## src/include/cabx_params.svh

```systemverilog
// Purpose: constants of the add, shift, bit and jump execution block
// Assumes: included by the package and by every design file
// Notes:   definitions only
`ifndef CABX_PARAMS_SVH
`define CABX_PARAMS_SVH
`define CABX_DW        8
`define CABX_FA_W      7
`define CABX_BS_W      3
`define CABX_OFS_W     9
`define CABX_PC_W      15
`define CABX_NIB_W     4
`define CABX_ACC_RST   8'h00
`define CABX_FA_RST    7'h00
`define CABX_FLAG_RST  1'b0
`define CABX_PC_RST    15'h0000
`define CABX_SLOT_CYC  1
`endif

```

## src/include/cabx_pkg.sv

```systemverilog
// Purpose: types of the add, shift, bit and jump execution block
// Assumes: cabx_params.svh on the include path
// Notes:   operation codes come already decoded from the instruction decoder
`include "cabx_params.svh"
package cabx_pkg;
	typedef enum logic [2:0] {
		add_acc_to_file,
		add_acc_file_with_carry,
		arith_shift_right_file,
		clear_file_bit,
		test_bit_skip_if_clear,
		relative_jump
	} cabx_op_t;
	typedef enum logic {
		cabx_st_exec,
		cabx_st_nop
	} cabx_state_t;
endpackage : cabx_pkg

```

## src/cabx_alu.sv

```systemverilog
// Purpose: combinational result and flag generation
// Assumes: operands already forwarded and stable for the cycle
// Notes:   no state; main block decides when results are stored
`timescale 1ns/100ps
`include "cabx_params.svh"
module cabx_alu (
	input  wire cabx_pkg::cabx_op_t        op,        // decoded operation
	input  wire logic [`CABX_DW-1:0]       acc,       // working register
	input  wire logic [`CABX_DW-1:0]       fdat,      // file operand
	input  wire logic                      carry_in,  // current carry flag
	input  wire logic [`CABX_BS_W-1:0]     bit_sel,   // selected bit
	output logic      [`CABX_DW-1:0]       res,       // result byte
	output logic                           c_out,     // new carry
	output logic                           dc_out,    // new digit carry
	output logic                           z_out,     // new zero
	output logic                           is_arith,  // carry, digit carry, zero change
	output logic                           is_shift,  // carry and zero change
	output logic                           bit_val    // tested bit value
);
	wire                     use_c;
	wire [`CABX_DW:0]        sum;
	wire [`CABX_NIB_W:0]     nib;
	wire [`CABX_DW-1:0]      keep_mask;
	wire [`CABX_DW-1:0]      shifted;

	assign is_arith = (op == cabx_pkg::add_acc_to_file) || (op == cabx_pkg::add_acc_file_with_carry);
	assign is_shift = (op == cabx_pkg::arith_shift_right_file);
	assign use_c    = (op == cabx_pkg::add_acc_file_with_carry) & carry_in;
	assign sum      = {1'b0, acc} + {1'b0, fdat} + {{`CABX_DW{1'b0}}, use_c};
	assign nib      = {1'b0, acc[`CABX_NIB_W-1:0]} + {1'b0, fdat[`CABX_NIB_W-1:0]}
	                + {{`CABX_NIB_W{1'b0}}, use_c};
	assign shifted  = {fdat[`CABX_DW-1], fdat[`CABX_DW-1:1]};

	genvar i;
	generate
		for (i = 0; i < `CABX_DW; i++) begin : g_mask
			assign keep_mask[i] = (bit_sel != `CABX_BS_W'(i));
		end
	endgenerate

	assign res     = is_arith ? sum[`CABX_DW-1:0] :
	                 is_shift ? shifted :
	                 (fdat & keep_mask);
	assign c_out   = is_arith ? sum[`CABX_DW] : fdat[0];
	assign dc_out  = nib[`CABX_NIB_W];
	assign z_out   = (res == `CABX_ACC_RST);
	assign bit_val = fdat[bit_sel];
endmodule : cabx_alu

```

## src/cabx_exec.sv

```systemverilog
// Purpose: execution of add, add with carry, arithmetic shift, bit clear,
//          bit test with skip and relative jump inside the core
// Assumes: decoder presents one operation per cycle with op_valid; register
//          file read is combinational on file_rd_addr; pc_inc is the
//          already incremented program counter of the operation
// Notes:   file writes leave one cycle late and are forwarded to the next read
`timescale 1ns/100ps
`include "cabx_params.svh"
module cabx_exec (
	input  wire logic                      mclk,            // core instruction clock
	input  wire logic                      rst_b,           // async reset, low active
	input  wire logic                      clk_en,          // freezes all state when low
	input  wire logic                      op_valid,        // operation presented
	input  wire cabx_pkg::cabx_op_t        op_code,         // decoded operation
	input  wire logic                      op_dest,         // 0 accumulator, 1 file
	input  wire logic [`CABX_FA_W-1:0]     op_file,         // file address in bank
	input  wire logic [`CABX_BS_W-1:0]     op_bit,          // bit position
	input  wire logic [`CABX_OFS_W-1:0]    op_offset,       // signed jump offset
	input  wire logic [`CABX_PC_W-1:0]     pc_inc,          // incremented program counter
	input  wire logic [`CABX_DW-1:0]       file_rd_data,    // register file read data
	output logic      [`CABX_FA_W-1:0]     file_rd_addr,    // register file read address
	output logic                           op_taken,        // operation executed this cycle
	output logic                           nop_slot,        // cycle runs as no-op
	output logic                           file_we_ff,      // file write strobe
	output logic      [`CABX_FA_W-1:0]     file_wr_addr_ff, // file write address
	output logic      [`CABX_DW-1:0]       file_wr_data_ff, // file write data
	output logic      [`CABX_DW-1:0]       acc_ff,          // working register
	output logic                           carry_ff,        // carry flag
	output logic                           digit_carry_flag_ff, // digit carry flag
	output logic                           zero_ff,         // zero flag
	output logic                           pc_load_ff,      // load program counter
	output logic      [`CABX_PC_W-1:0]     pc_target_ff,    // jump target
	output logic                           discard_ff       // drop fetched instruction
);
	cabx_pkg::cabx_state_t   state_ff;
	cabx_pkg::cabx_state_t   nxt_state;

	wire                     fwd_hit;
	wire [`CABX_DW-1:0]      fdat;
	wire [`CABX_DW-1:0]      alu_res;
	wire                     alu_c;
	wire                     alu_dc;
	wire                     alu_z;
	wire                     alu_arith;
	wire                     alu_shift;
	wire                     alu_bit;
	wire                     exec;
	wire                     is_bclr;
	wire                     is_test;
	wire                     is_jump;
	wire                     skip_hit;
	wire                     wr_acc;
	wire                     wr_file;
	wire                     upd_c;
	wire                     upd_z;
	wire                     upd_dc;
	wire                     slot_req;
	wire [`CABX_PC_W-1:0]    ofs_ext;
	wire [`CABX_PC_W-1:0]    nxt_target;

	// read address is the operand address directly
	assign file_rd_addr = op_file;

	// a file write still in flight is newer than the register file copy
	assign fwd_hit = file_we_ff && (file_wr_addr_ff == op_file);
	assign fdat    = fwd_hit ? file_wr_data_ff : file_rd_data;

	cabx_alu u_alu (
		.op       (op_code),
		.acc      (acc_ff),
		.fdat     (fdat),
		.carry_in (carry_ff),
		.bit_sel  (op_bit),
		.res      (alu_res),
		.c_out    (alu_c),
		.dc_out   (alu_dc),
		.z_out    (alu_z),
		.is_arith (alu_arith),
		.is_shift (alu_shift),
		.bit_val  (alu_bit)
	);

	// the slot after a skip or jump swallows whatever is presented
	assign nop_slot = (state_ff == cabx_pkg::cabx_st_nop);
	assign exec     = clk_en && op_valid && !nop_slot;
	assign op_taken = exec;

	assign is_bclr  = (op_code == cabx_pkg::clear_file_bit);
	assign is_test  = (op_code == cabx_pkg::test_bit_skip_if_clear);
	assign is_jump  = (op_code == cabx_pkg::relative_jump);
	assign skip_hit = is_test && !alu_bit;
	assign slot_req = exec && (skip_hit || is_jump);

	assign wr_acc  = exec && (alu_arith || alu_shift) && !op_dest;
	assign wr_file = exec && (((alu_arith || alu_shift) && op_dest) || is_bclr);
	assign upd_c   = exec && (alu_arith || alu_shift);
	assign upd_z   = exec && (alu_arith || alu_shift);
	assign upd_dc  = exec && alu_arith;

	// sign extend the offset; target is incremented counter plus offset
	assign ofs_ext    = {{(`CABX_PC_W-`CABX_OFS_W){op_offset[`CABX_OFS_W-1]}}, op_offset};
	assign nxt_target = pc_inc + ofs_ext;

	always_comb begin
		nxt_state = state_ff;
		case (state_ff)
			cabx_pkg::cabx_st_exec: begin
				if (slot_req) begin
					nxt_state = cabx_pkg::cabx_st_nop;
				end
			end
			cabx_pkg::cabx_st_nop: begin
				nxt_state = cabx_pkg::cabx_st_exec;
			end
			default: begin
				nxt_state = cabx_pkg::cabx_st_exec;
			end
		endcase
	end

	always_ff @(posedge mclk or negedge rst_b) begin
		if (!rst_b) begin
			state_ff <= cabx_pkg::cabx_st_exec;
		end else if (clk_en) begin
			state_ff <= nxt_state;
		end
	end

	always_ff @(posedge mclk or negedge rst_b) begin
		if (!rst_b) begin
			acc_ff <= `CABX_ACC_RST;
		end else if (wr_acc) begin
			acc_ff <= alu_res;
		end
	end

	always_ff @(posedge mclk or negedge rst_b) begin
		if (!rst_b) begin
			carry_ff <= `CABX_FLAG_RST;
		end else if (upd_c) begin
			carry_ff <= alu_c;
		end
	end

	always_ff @(posedge mclk or negedge rst_b) begin
		if (!rst_b) begin
			digit_carry_flag_ff <= `CABX_FLAG_RST;
		end else if (upd_dc) begin
			digit_carry_flag_ff <= alu_dc;
		end
	end

	always_ff @(posedge mclk or negedge rst_b) begin
		if (!rst_b) begin
			zero_ff <= `CABX_FLAG_RST;
		end else if (upd_z) begin
			zero_ff <= alu_z;
		end
	end

	// write strobe is set in the cycle after the executing cycle and holds longer while clk_en is low
	always_ff @(posedge mclk or negedge rst_b) begin
		if (!rst_b) begin
			file_we_ff <= 1'b0;
		end else if (clk_en) begin
			file_we_ff <= wr_file;
		end
	end

	always_ff @(posedge mclk or negedge rst_b) begin
		if (!rst_b) begin
			file_wr_addr_ff <= `CABX_FA_RST;
			file_wr_data_ff <= `CABX_ACC_RST;
		end else if (wr_file) begin
			file_wr_addr_ff <= op_file;
			file_wr_data_ff <= alu_res;
		end
	end

	always_ff @(posedge mclk or negedge rst_b) begin
		if (!rst_b) begin
			pc_load_ff <= 1'b0;
		end else if (clk_en) begin
			pc_load_ff <= exec && is_jump;
		end
	end

	always_ff @(posedge mclk or negedge rst_b) begin
		if (!rst_b) begin
			pc_target_ff <= `CABX_PC_RST;
		end else if (exec && is_jump) begin
			pc_target_ff <= nxt_target;
		end
	end

	// tells fetch that the instruction now presented will not run
	always_ff @(posedge mclk or negedge rst_b) begin
		if (!rst_b) begin
			discard_ff <= 1'b0;
		end else if (clk_en) begin
			discard_ff <= slot_req;
		end
	end
endmodule : cabx_exec

```

## config.mk

```make
export PLATFORM = sky130hd
export DESIGN_NAME = cabx_exec
export DESIGN_NICKNAME = d
export VERILOG_FILES = /design/src/include/cabx_pkg.sv /design/src/cabx_alu.sv /design/src/cabx_exec.sv
export VERILOG_INCLUDE_DIRS = /design/src /design/src/include
export SDC_FILE = /design/constraint.sdc
export NUM_CORES = 1
export LEC_CHECK = 0
export BUFFER_PORTS_ARGS = -buffer_cell sky130_fd_sc_hd__buf_4
export CORE_ASPECT_RATIO = 1.25
export CORE_MARGIN = 10
export CORE_UTILIZATION = 54
export CTS_BUF_LIST = sky130_fd_sc_hd__clkbuf_8
export CTS_CLUSTER_DIAMETER = 60
export DETAILED_ROUTE_END_ITERATION = 10
export GPL_ROUTABILITY_DRIVEN = 0
export HOLD_SLACK_MARGIN = 0.02
export PLACE_DENSITY = 0.8
export SYNTH_ARGS = -nofsm -noshare
export SYNTH_HDL_FRONTEND = slang
export SYNTH_SLANG_ARGS = --single-unit
```

## constraint.sdc

```tcl
create_clock -name mclk -period 4 [get_ports mclk]
set_input_delay 0.4 -clock mclk [delete_from_list [all_inputs] [get_ports mclk]]
set_output_delay 0.4 -clock mclk [all_outputs]
set_load 0.02 [all_outputs]
```

==> reports/metrics.cfg, run 1 <==
[placed_design]
io_buffers=102
dp_hpwl_mm=7.742
placed_cells=528

[pwr]
ir_drop_mv=0.2816
combPwrFrac_pct=45.2
p_switching_mw=0.7624
p_int_mw=1.240
clockPowerShare_pct=20.5
powerDensity_nw_per_um2=471.1
sw_frac_of_total_pct=38.07
p_seq_share_pct=34.2
p_leak_nw=2.037

[critical_path]
cpPeakStageDelay_ns=0.54
cp_max_fo=5
critPathTopFamily=simple AND/OR/NAND/NOR gates
crit_slowest_cell=or4_1
cp.arrival_ns=3.96
cp_num_buf_inv=0
critPathCaptureType=flop
path_class=flop to flop
start_kind=flop
cp_data_required_time_ns=4.20
path_cells=xnor2_1, and4_2, nand3_1, and2_1, fa_1, fa_1, nor2b_1, o21ai_0, nand2_1, xnor2_1, o21ai_0, or4_1, o41ai_2

[yosys]
yosys-top-cells-count=45 x dfrtp_1, 34 x nand2_1, 31 x o21ai_0
syn_nets=430
synth_area_per_cell_sq_um=9.377
synth_top_cell_area_share_pct=33.73
ys_async_sr_fraction_pct=100.0
ys_seq_elements=45
synth_area_sq_um=3338
synth_edf_count=0
seq_area_frac_synth_pct=33.73
ys_types=59
synth_ff_type=dfrtp_1
yosysTopAreaCell=dfrtp_1
yosysMostFrequentCell=dfrtp_1
synthTopCellsByArea=dfrtp_1 34%, ha_1 7.9%, mux2_2 6.7%
synth_cells=356
yosysWarnings=0

[timing]
tightest_slew_ns=1.085
finClkSkew_ns=0.004377
maxSlewViolCount=0
period_needed_ns=3.760
setup_tns_ns=0
slew_headroom_pct=27.49
fmax_mhz=266.0
finalHoldViolations=0
period_share_pct=93.99
rsz0062_at_grt=no
setup-violations-final=0
whs_ns=0.07392

[layout]
utilization_pct=72.11
nFillCells=484
n_antenna_cell=0
final_nets=527
syn_to_final_growth_pct=27.36
drive_gt1_share_pct=33.92
stdcell_count=536

[outcome]
status=complete, no violations

[hold_path]
hold_class=input pin to async pin

[detailed_routing]
viasPerCell=5.826
wl_per_cell_um=17.81
wl_mm=9.545
firstDrtPassIters=4
drtIter0Drc=198
detail-route-antenna-nets=0
via_count=3123
drc=0

[clock_tree]
cts_setup_buffers=0
cts_root_buffer=clkbuf_8
hold_buffers=0
clockBufferDepth=2
cts_buffers=5
cts_tree=yes
ctsResizeCount=0
clock_latency_ns=0.30
clk_pin_slew_worst_paths_ns=0.09
htree_levels=2
cts.sinks=45

[floorplan]
fp.dieH_um=107.9
die-area_sq_um=9747
initial_core_util_pct=56.62
fp.coreArea_sq_um=5896
row_count=31
boundaryPins=103
die_w_um=90.33

[global_routing]
antenna_found_initial=0
grt_pass1_vias=3170
grt_max_degree=46
grt_pass1_wl_mm=15.28
grt_use_total_pct=19.15
gr-total-overflow=0

[run]
max_cap_violations=0

-- flip-flops by register name (all words and copies together) (netlist names) --
name / cells
discard_ff: 1
digit_carry_flag_ff: 1
nop_slot: 1
pc_target_ff: 15
file_we_ff: 1
zero_ff: 1
carry_ff: 1
acc_ff: 8
file_wr_data_ff: 8
pc_load_ff: 1
file_wr_addr_ff: 7
-- power groups by stage --
stage | Sequential, mW | Clock [mW] | Combinational [mW]
finish | 0.686 | 0.411 | 0.906
floorplan | 0.820 | 0 | 0.401
CTS | 0.686 | 0.417 | 0.914
global route | 0.699 | 0.436 | 0.989
detailed placement | 0.693 | 0 | 0.912
global placement | 0.686 | 0 | 0.892
-- path summary, 6_finish.rpt --
kind                                         start                 end  slack (ns)  cells past startpoint
worst max-delay path            file_wr_addr_ff[5]             zero_ff        0.24                     13
worst min-delay path                         rst_b  file_wr_addr_ff[2]        0.07                      1
worst max register to register  file_wr_addr_ff[5]             zero_ff        0.24                     13
worst min register to register     pc_target_ff[1]     pc_target_ff[1]        0.48                      2
max in group asynchronous                    rst_b           acc_ff[4]        3.53                      1
min in group mclk                           clk_en          pc_load_ff        0.31                      2
-- layout by cell type (no fill, tap or decap), drive strengths merged, types with 3 or more instances in the layout --
cell type	Yosys	routed
a21o	5	5
a21oi	15	15
a31oi	5	5
and3	3	3
buf	8	106
clkbuf	8	5
dfrtp	45	45
fa	3	3
ha	21	21
inv	23	23
mux2	21	21
mux2i	8	8
nand2	35	35
nand3	11	11
nand4	3	3
nor2	17	17
nor2b	4	4
nor3	12	12
nor3b	5	5
nor4	3	3
o2111ai	3	3
o21a	4	4
o21ai	32	32
o31ai	6	6
or2	3	3
or3	3	3
xnor2	13	13
xor2	6	6
-- layer usage --
layer / up-vias / wire length, um / global-route usage [%]
met2: 129 / 5006 / 36.07
li1: 1485 / - / -
met3: 28 / 556 / 3.978
met5: - / 0 / 0
met1: 1481 / 3670 / 19.91
met4: 0 / 312 / 9.226
-- kinds of logic (layout without fill, tap and decap cells) --
| kind of cell | after synthesis | count (layout) | share of synthesized area [%] |
|---|---|---|---|
| DFF | 45 | 45 | 33.73 |
| buffers and inverters | 39 | 137 | 6.297 |
| AOI/OAI and AO/OA | 91 | 91 | 18.10 |
| adders and majority gates | 24 | 24 | 9.670 |
| xor gates and xnor gates | 19 | 19 | 4.985 |
| and+or+nand+nor | 108 | 108 | 16.94 |
| muxes | 30 | 30 | 10.27 |
-- through the flow --
| step | power [mW] | area [sq um] | setup WS [ns] |
|---|---|---|---|
| floorplan | 1.221 | 3338 | 0.5339 |
| global placement | 1.578 | 4118 | 0.3271 |
| detailed placement | 1.606 | 4118 | 0.1864 |
| CTS | 2.017 | 4252 | 0.2655 |
| global route | 2.125 | 4252 | 0.0007470 |
| finish | 2.003 | 4252 | 0.2403 |
-- final cells by class --
| type | instances | area (sq um) | area share [%] |
|---|---|---|---|
| clock inverter | 3 | 65.06 | 1.530 |
| multi-input combinational | 272 | 2007 | 47.20 |
| sequential | 45 | 1126 | 26.49 |
| timing repair buffer | 106 | 795.8 | 18.72 |
| tap | 82 | 102.6 | 2.413 |
| inverter | 23 | 86.33 | 2.031 |
| clock buffer | 5 | 68.82 | 1.619 |
-- worst reg2reg max path: cells and delay by family, from the launching register on --
kind                     cells  cell delay (ns)
XOR/XNOR                     2             0.37
AO/OA/AOI/OAI                3             0.58
flip-flops                   1             0.42
AND/OR/NAND/NOR              6             1.45
adder cells (fa/ha/maj)      2             0.84
Note: power is estimated with default switching activity, not from simulation.
==> inputs of run 2 (changes only) <==
Settings changed: ABC_AREA set to 1, PLACE_DENSITY 0.8 to 0.79.
==> run 2 against run 1 <==
  * Sequential share of layout area shrank 0.70 points
  * Fmax grew 11%
  * Sequential cell count is the same
  * Area after synthesis grew 3.5%
  * Wire length grew 0.95%
  * Worst hold slack gained 0.014 ns
  * Critical endpoint unchanged
==> reports/metrics.cfg, run 2 <==
[run]
max_cap_violations=0

[yosys]
synth_top_cell_area_share_pct=32.60
syn_nets=566
yosysTopAreaCell=dfrtp_1
yosysWarnings=0
synth_area_sq_um=3455
seq_area_frac_synth_pct=32.60
ys_seq_elements=45
synth_cells=492
ys_types=38
synth_ff_type=dfrtp_1
synth_edf_count=0
yosysMostFrequentCell=nand2_1
synth_area_per_cell_sq_um=7.021
yosys-top-cells-count=144 x nand2_1, 70 x inv_1, 45 x dfrtp_1
ys_async_sr_fraction_pct=100.0
synthTopCellsByArea=dfrtp_1 33%, nand2_1 16%, ha_1 7.6%

[timing]
fmax_mhz=296.2
finalHoldViolations=0
rsz0062_at_grt=no
finClkSkew_ns=0.009691
period_share_pct=84.39
period_needed_ns=3.376
tightest_slew_ns=0.5693
maxSlewViolCount=0
slew_headroom_pct=62.04
setup-violations-final=0
setup_tns_ns=0
whs_ns=0.08769

[clock_tree]
clock_latency_ns=0.31
clk_pin_slew_worst_paths_ns=0.09
hold_buffers=0
cts.sinks=45
clockBufferDepth=2
htree_levels=2
ctsResizeCount=0
cts_root_buffer=clkbuf_8
cts_buffers=5
cts_setup_buffers=0
cts_tree=yes

[detailed_routing]
wl_mm=9.636
drtIter0Drc=181
viasPerCell=5.139
drc=0
detail-route-antenna-nets=0
wl_per_cell_um=14.30
firstDrtPassIters=4
via_count=3464

[critical_path]
rr_worst_depth=25
critPathCaptureType=flop
cp_data_required_time_ns=4.20
cp_max_fo=9
rr_startpoint=file_wr_addr_ff[2]
start_kind=flop
reg2reg_slack_ns=0.62
r2r-end=zero_ff
cp.arrival_ns=3.57
path_class=flop to flop

[layout]
final_cell_mix=144 x nand2_1, 103 x buf_4, 70 x inv_1, 45 x dfrtp_1, 41 x o21ai_0
stdcell_area_sq_um=4367
n_antenna_cell=0
syn_to_final_growth_pct=26.40
reg_top3=pc_target_ff (15), acc_ff (8), file_wr_data_ff (8)
drive_gt1_share_pct=22.75
largest_reg_flops=15
regMostFlops=pc_target_ff
final_nets=662
layout_commonest_cell=nand2_1

[floorplan]
row_count=32
fp.dieH_um=109.4
die-area_sq_um=10020
boundaryPins=103
die_w_um=91.54
initial_core_util_pct=55.67
fp.coreArea_sq_um=6206

[global_routing]
grt_pass1_vias=3447
grt_max_degree=46
gr-total-overflow=0
antenna_found_initial=0
grt_pass1_wl_mm=15.99
grt_use_total_pct=19.31

[placed_design]
dp_hpwl_mm=7.999
place_area_sq_um=4252
io_buffers=102

[hold_path]
hold_class=input pin to async pin

[outcome]
status=complete, no violations

[pwr]
p_leak_nw=2.409
powerDensity_nw_per_um2=415.7
ir_drop_mv=0.2131

[run 2: power by group]
part	leakage (nW)	internal, mW	switching, mW
Sequential	0.566	0.561	0.0842
Combinational	1.79	0.340	0.479
Clock	0.0543	0.187	0.164
Total	2.41	1.09	0.727
[run 2: kinds of logic (layout without fill, tap and decap cells)]
kind of cell	after synthesis	count (layout)	share of synthesized area, %
compound gates	84	84	13.37
mux	1	1	0.3259
buf+inv	90	187	10.65
xor+xnor	9	9	2.282
flops	45	45	32.60
fa+ha+maj	24	24	9.344
simple gates	239	239	31.44
[run 2: worst max path at each step]
stage,from,to,slack [ns],cells after the start
final,file_wr_addr_ff[2],zero_ff,0.62,25
after global routing,file_wr_addr_ff[3],zero_ff,0.30,26
after CTS,file_wr_addr_ff[2],zero_ff,0.63,25
after detailed placement,op_file[6],zero_ff,0.53,24
after global placement,op_file[6],zero_ff,0.66,23
after floorplan,file_wr_addr_ff[6],zero_ff,0.92,23
[run 2: area by class of cell]
cell class              count  area [sq um]
clock inverters             3         46.29
well taps                  85         106.4
fillers                   551          1839
flip-flops and latches     45          1126
clock buffers               5         68.82
multi-input cells         357          1961
repair buffers            103         773.2
inverters                  76         285.3
[run 2: per-stage QoR]
| step | utilization (%) | total power, mW | cells | setup WS [ns] |
|---|---|---|---|---|
| after floorplan | - | 1.136 | 492 | 0.9232 |
| after global placement | 68.51 | 1.454 | 666 | 0.6568 |
| after detailed placement | 68.51 | 1.477 | 666 | 0.5341 |
| after CTS | 70.36 | 1.826 | 674 | 0.6272 |
| after global routing | 70.36 | 1.941 | 674 | 0.3015 |
| final | 70.36 | 1.815 | 674 | 0.6243 |
[run 2: per-layer routing]
metal / wire, um / GRT usage, % / share of wire, % / up-vias
met4: 215 / 7.063 / 2.2 / 0
met5: 0 / 0 / 0 / -
met2: 5161 / 37.08 / 54 / 88
met1: 3701 / 19.66 / 38 / 1611
met3: 557 / 5.048 / 5.8 / 13
li1: - / - / - / 1752
[run 2: critical path: stages, from the launching register on]
cell     delay, ns
dfrtp_1       0.41
inv_1         0.08
nand2_1       0.06
nand2_1       0.05
nand2_1       0.08
nor2_4        0.24
nand2_4       0.12
nand2_1       0.09
and2_1        0.16
inv_1         0.07
fa_1          0.42
fa_1          0.42
inv_1         0.07
nand3_1       0.06
nand2_1       0.12
nand2_1       0.08
nand2_1       0.06
nand2_1       0.06
nand2_1       0.06
nor2_1        0.04
o21ai_0       0.18
nand2_1       0.11
nand2_1       0.08
nor2_1        0.04
nand3_1       0.05
nand2_1       0.05
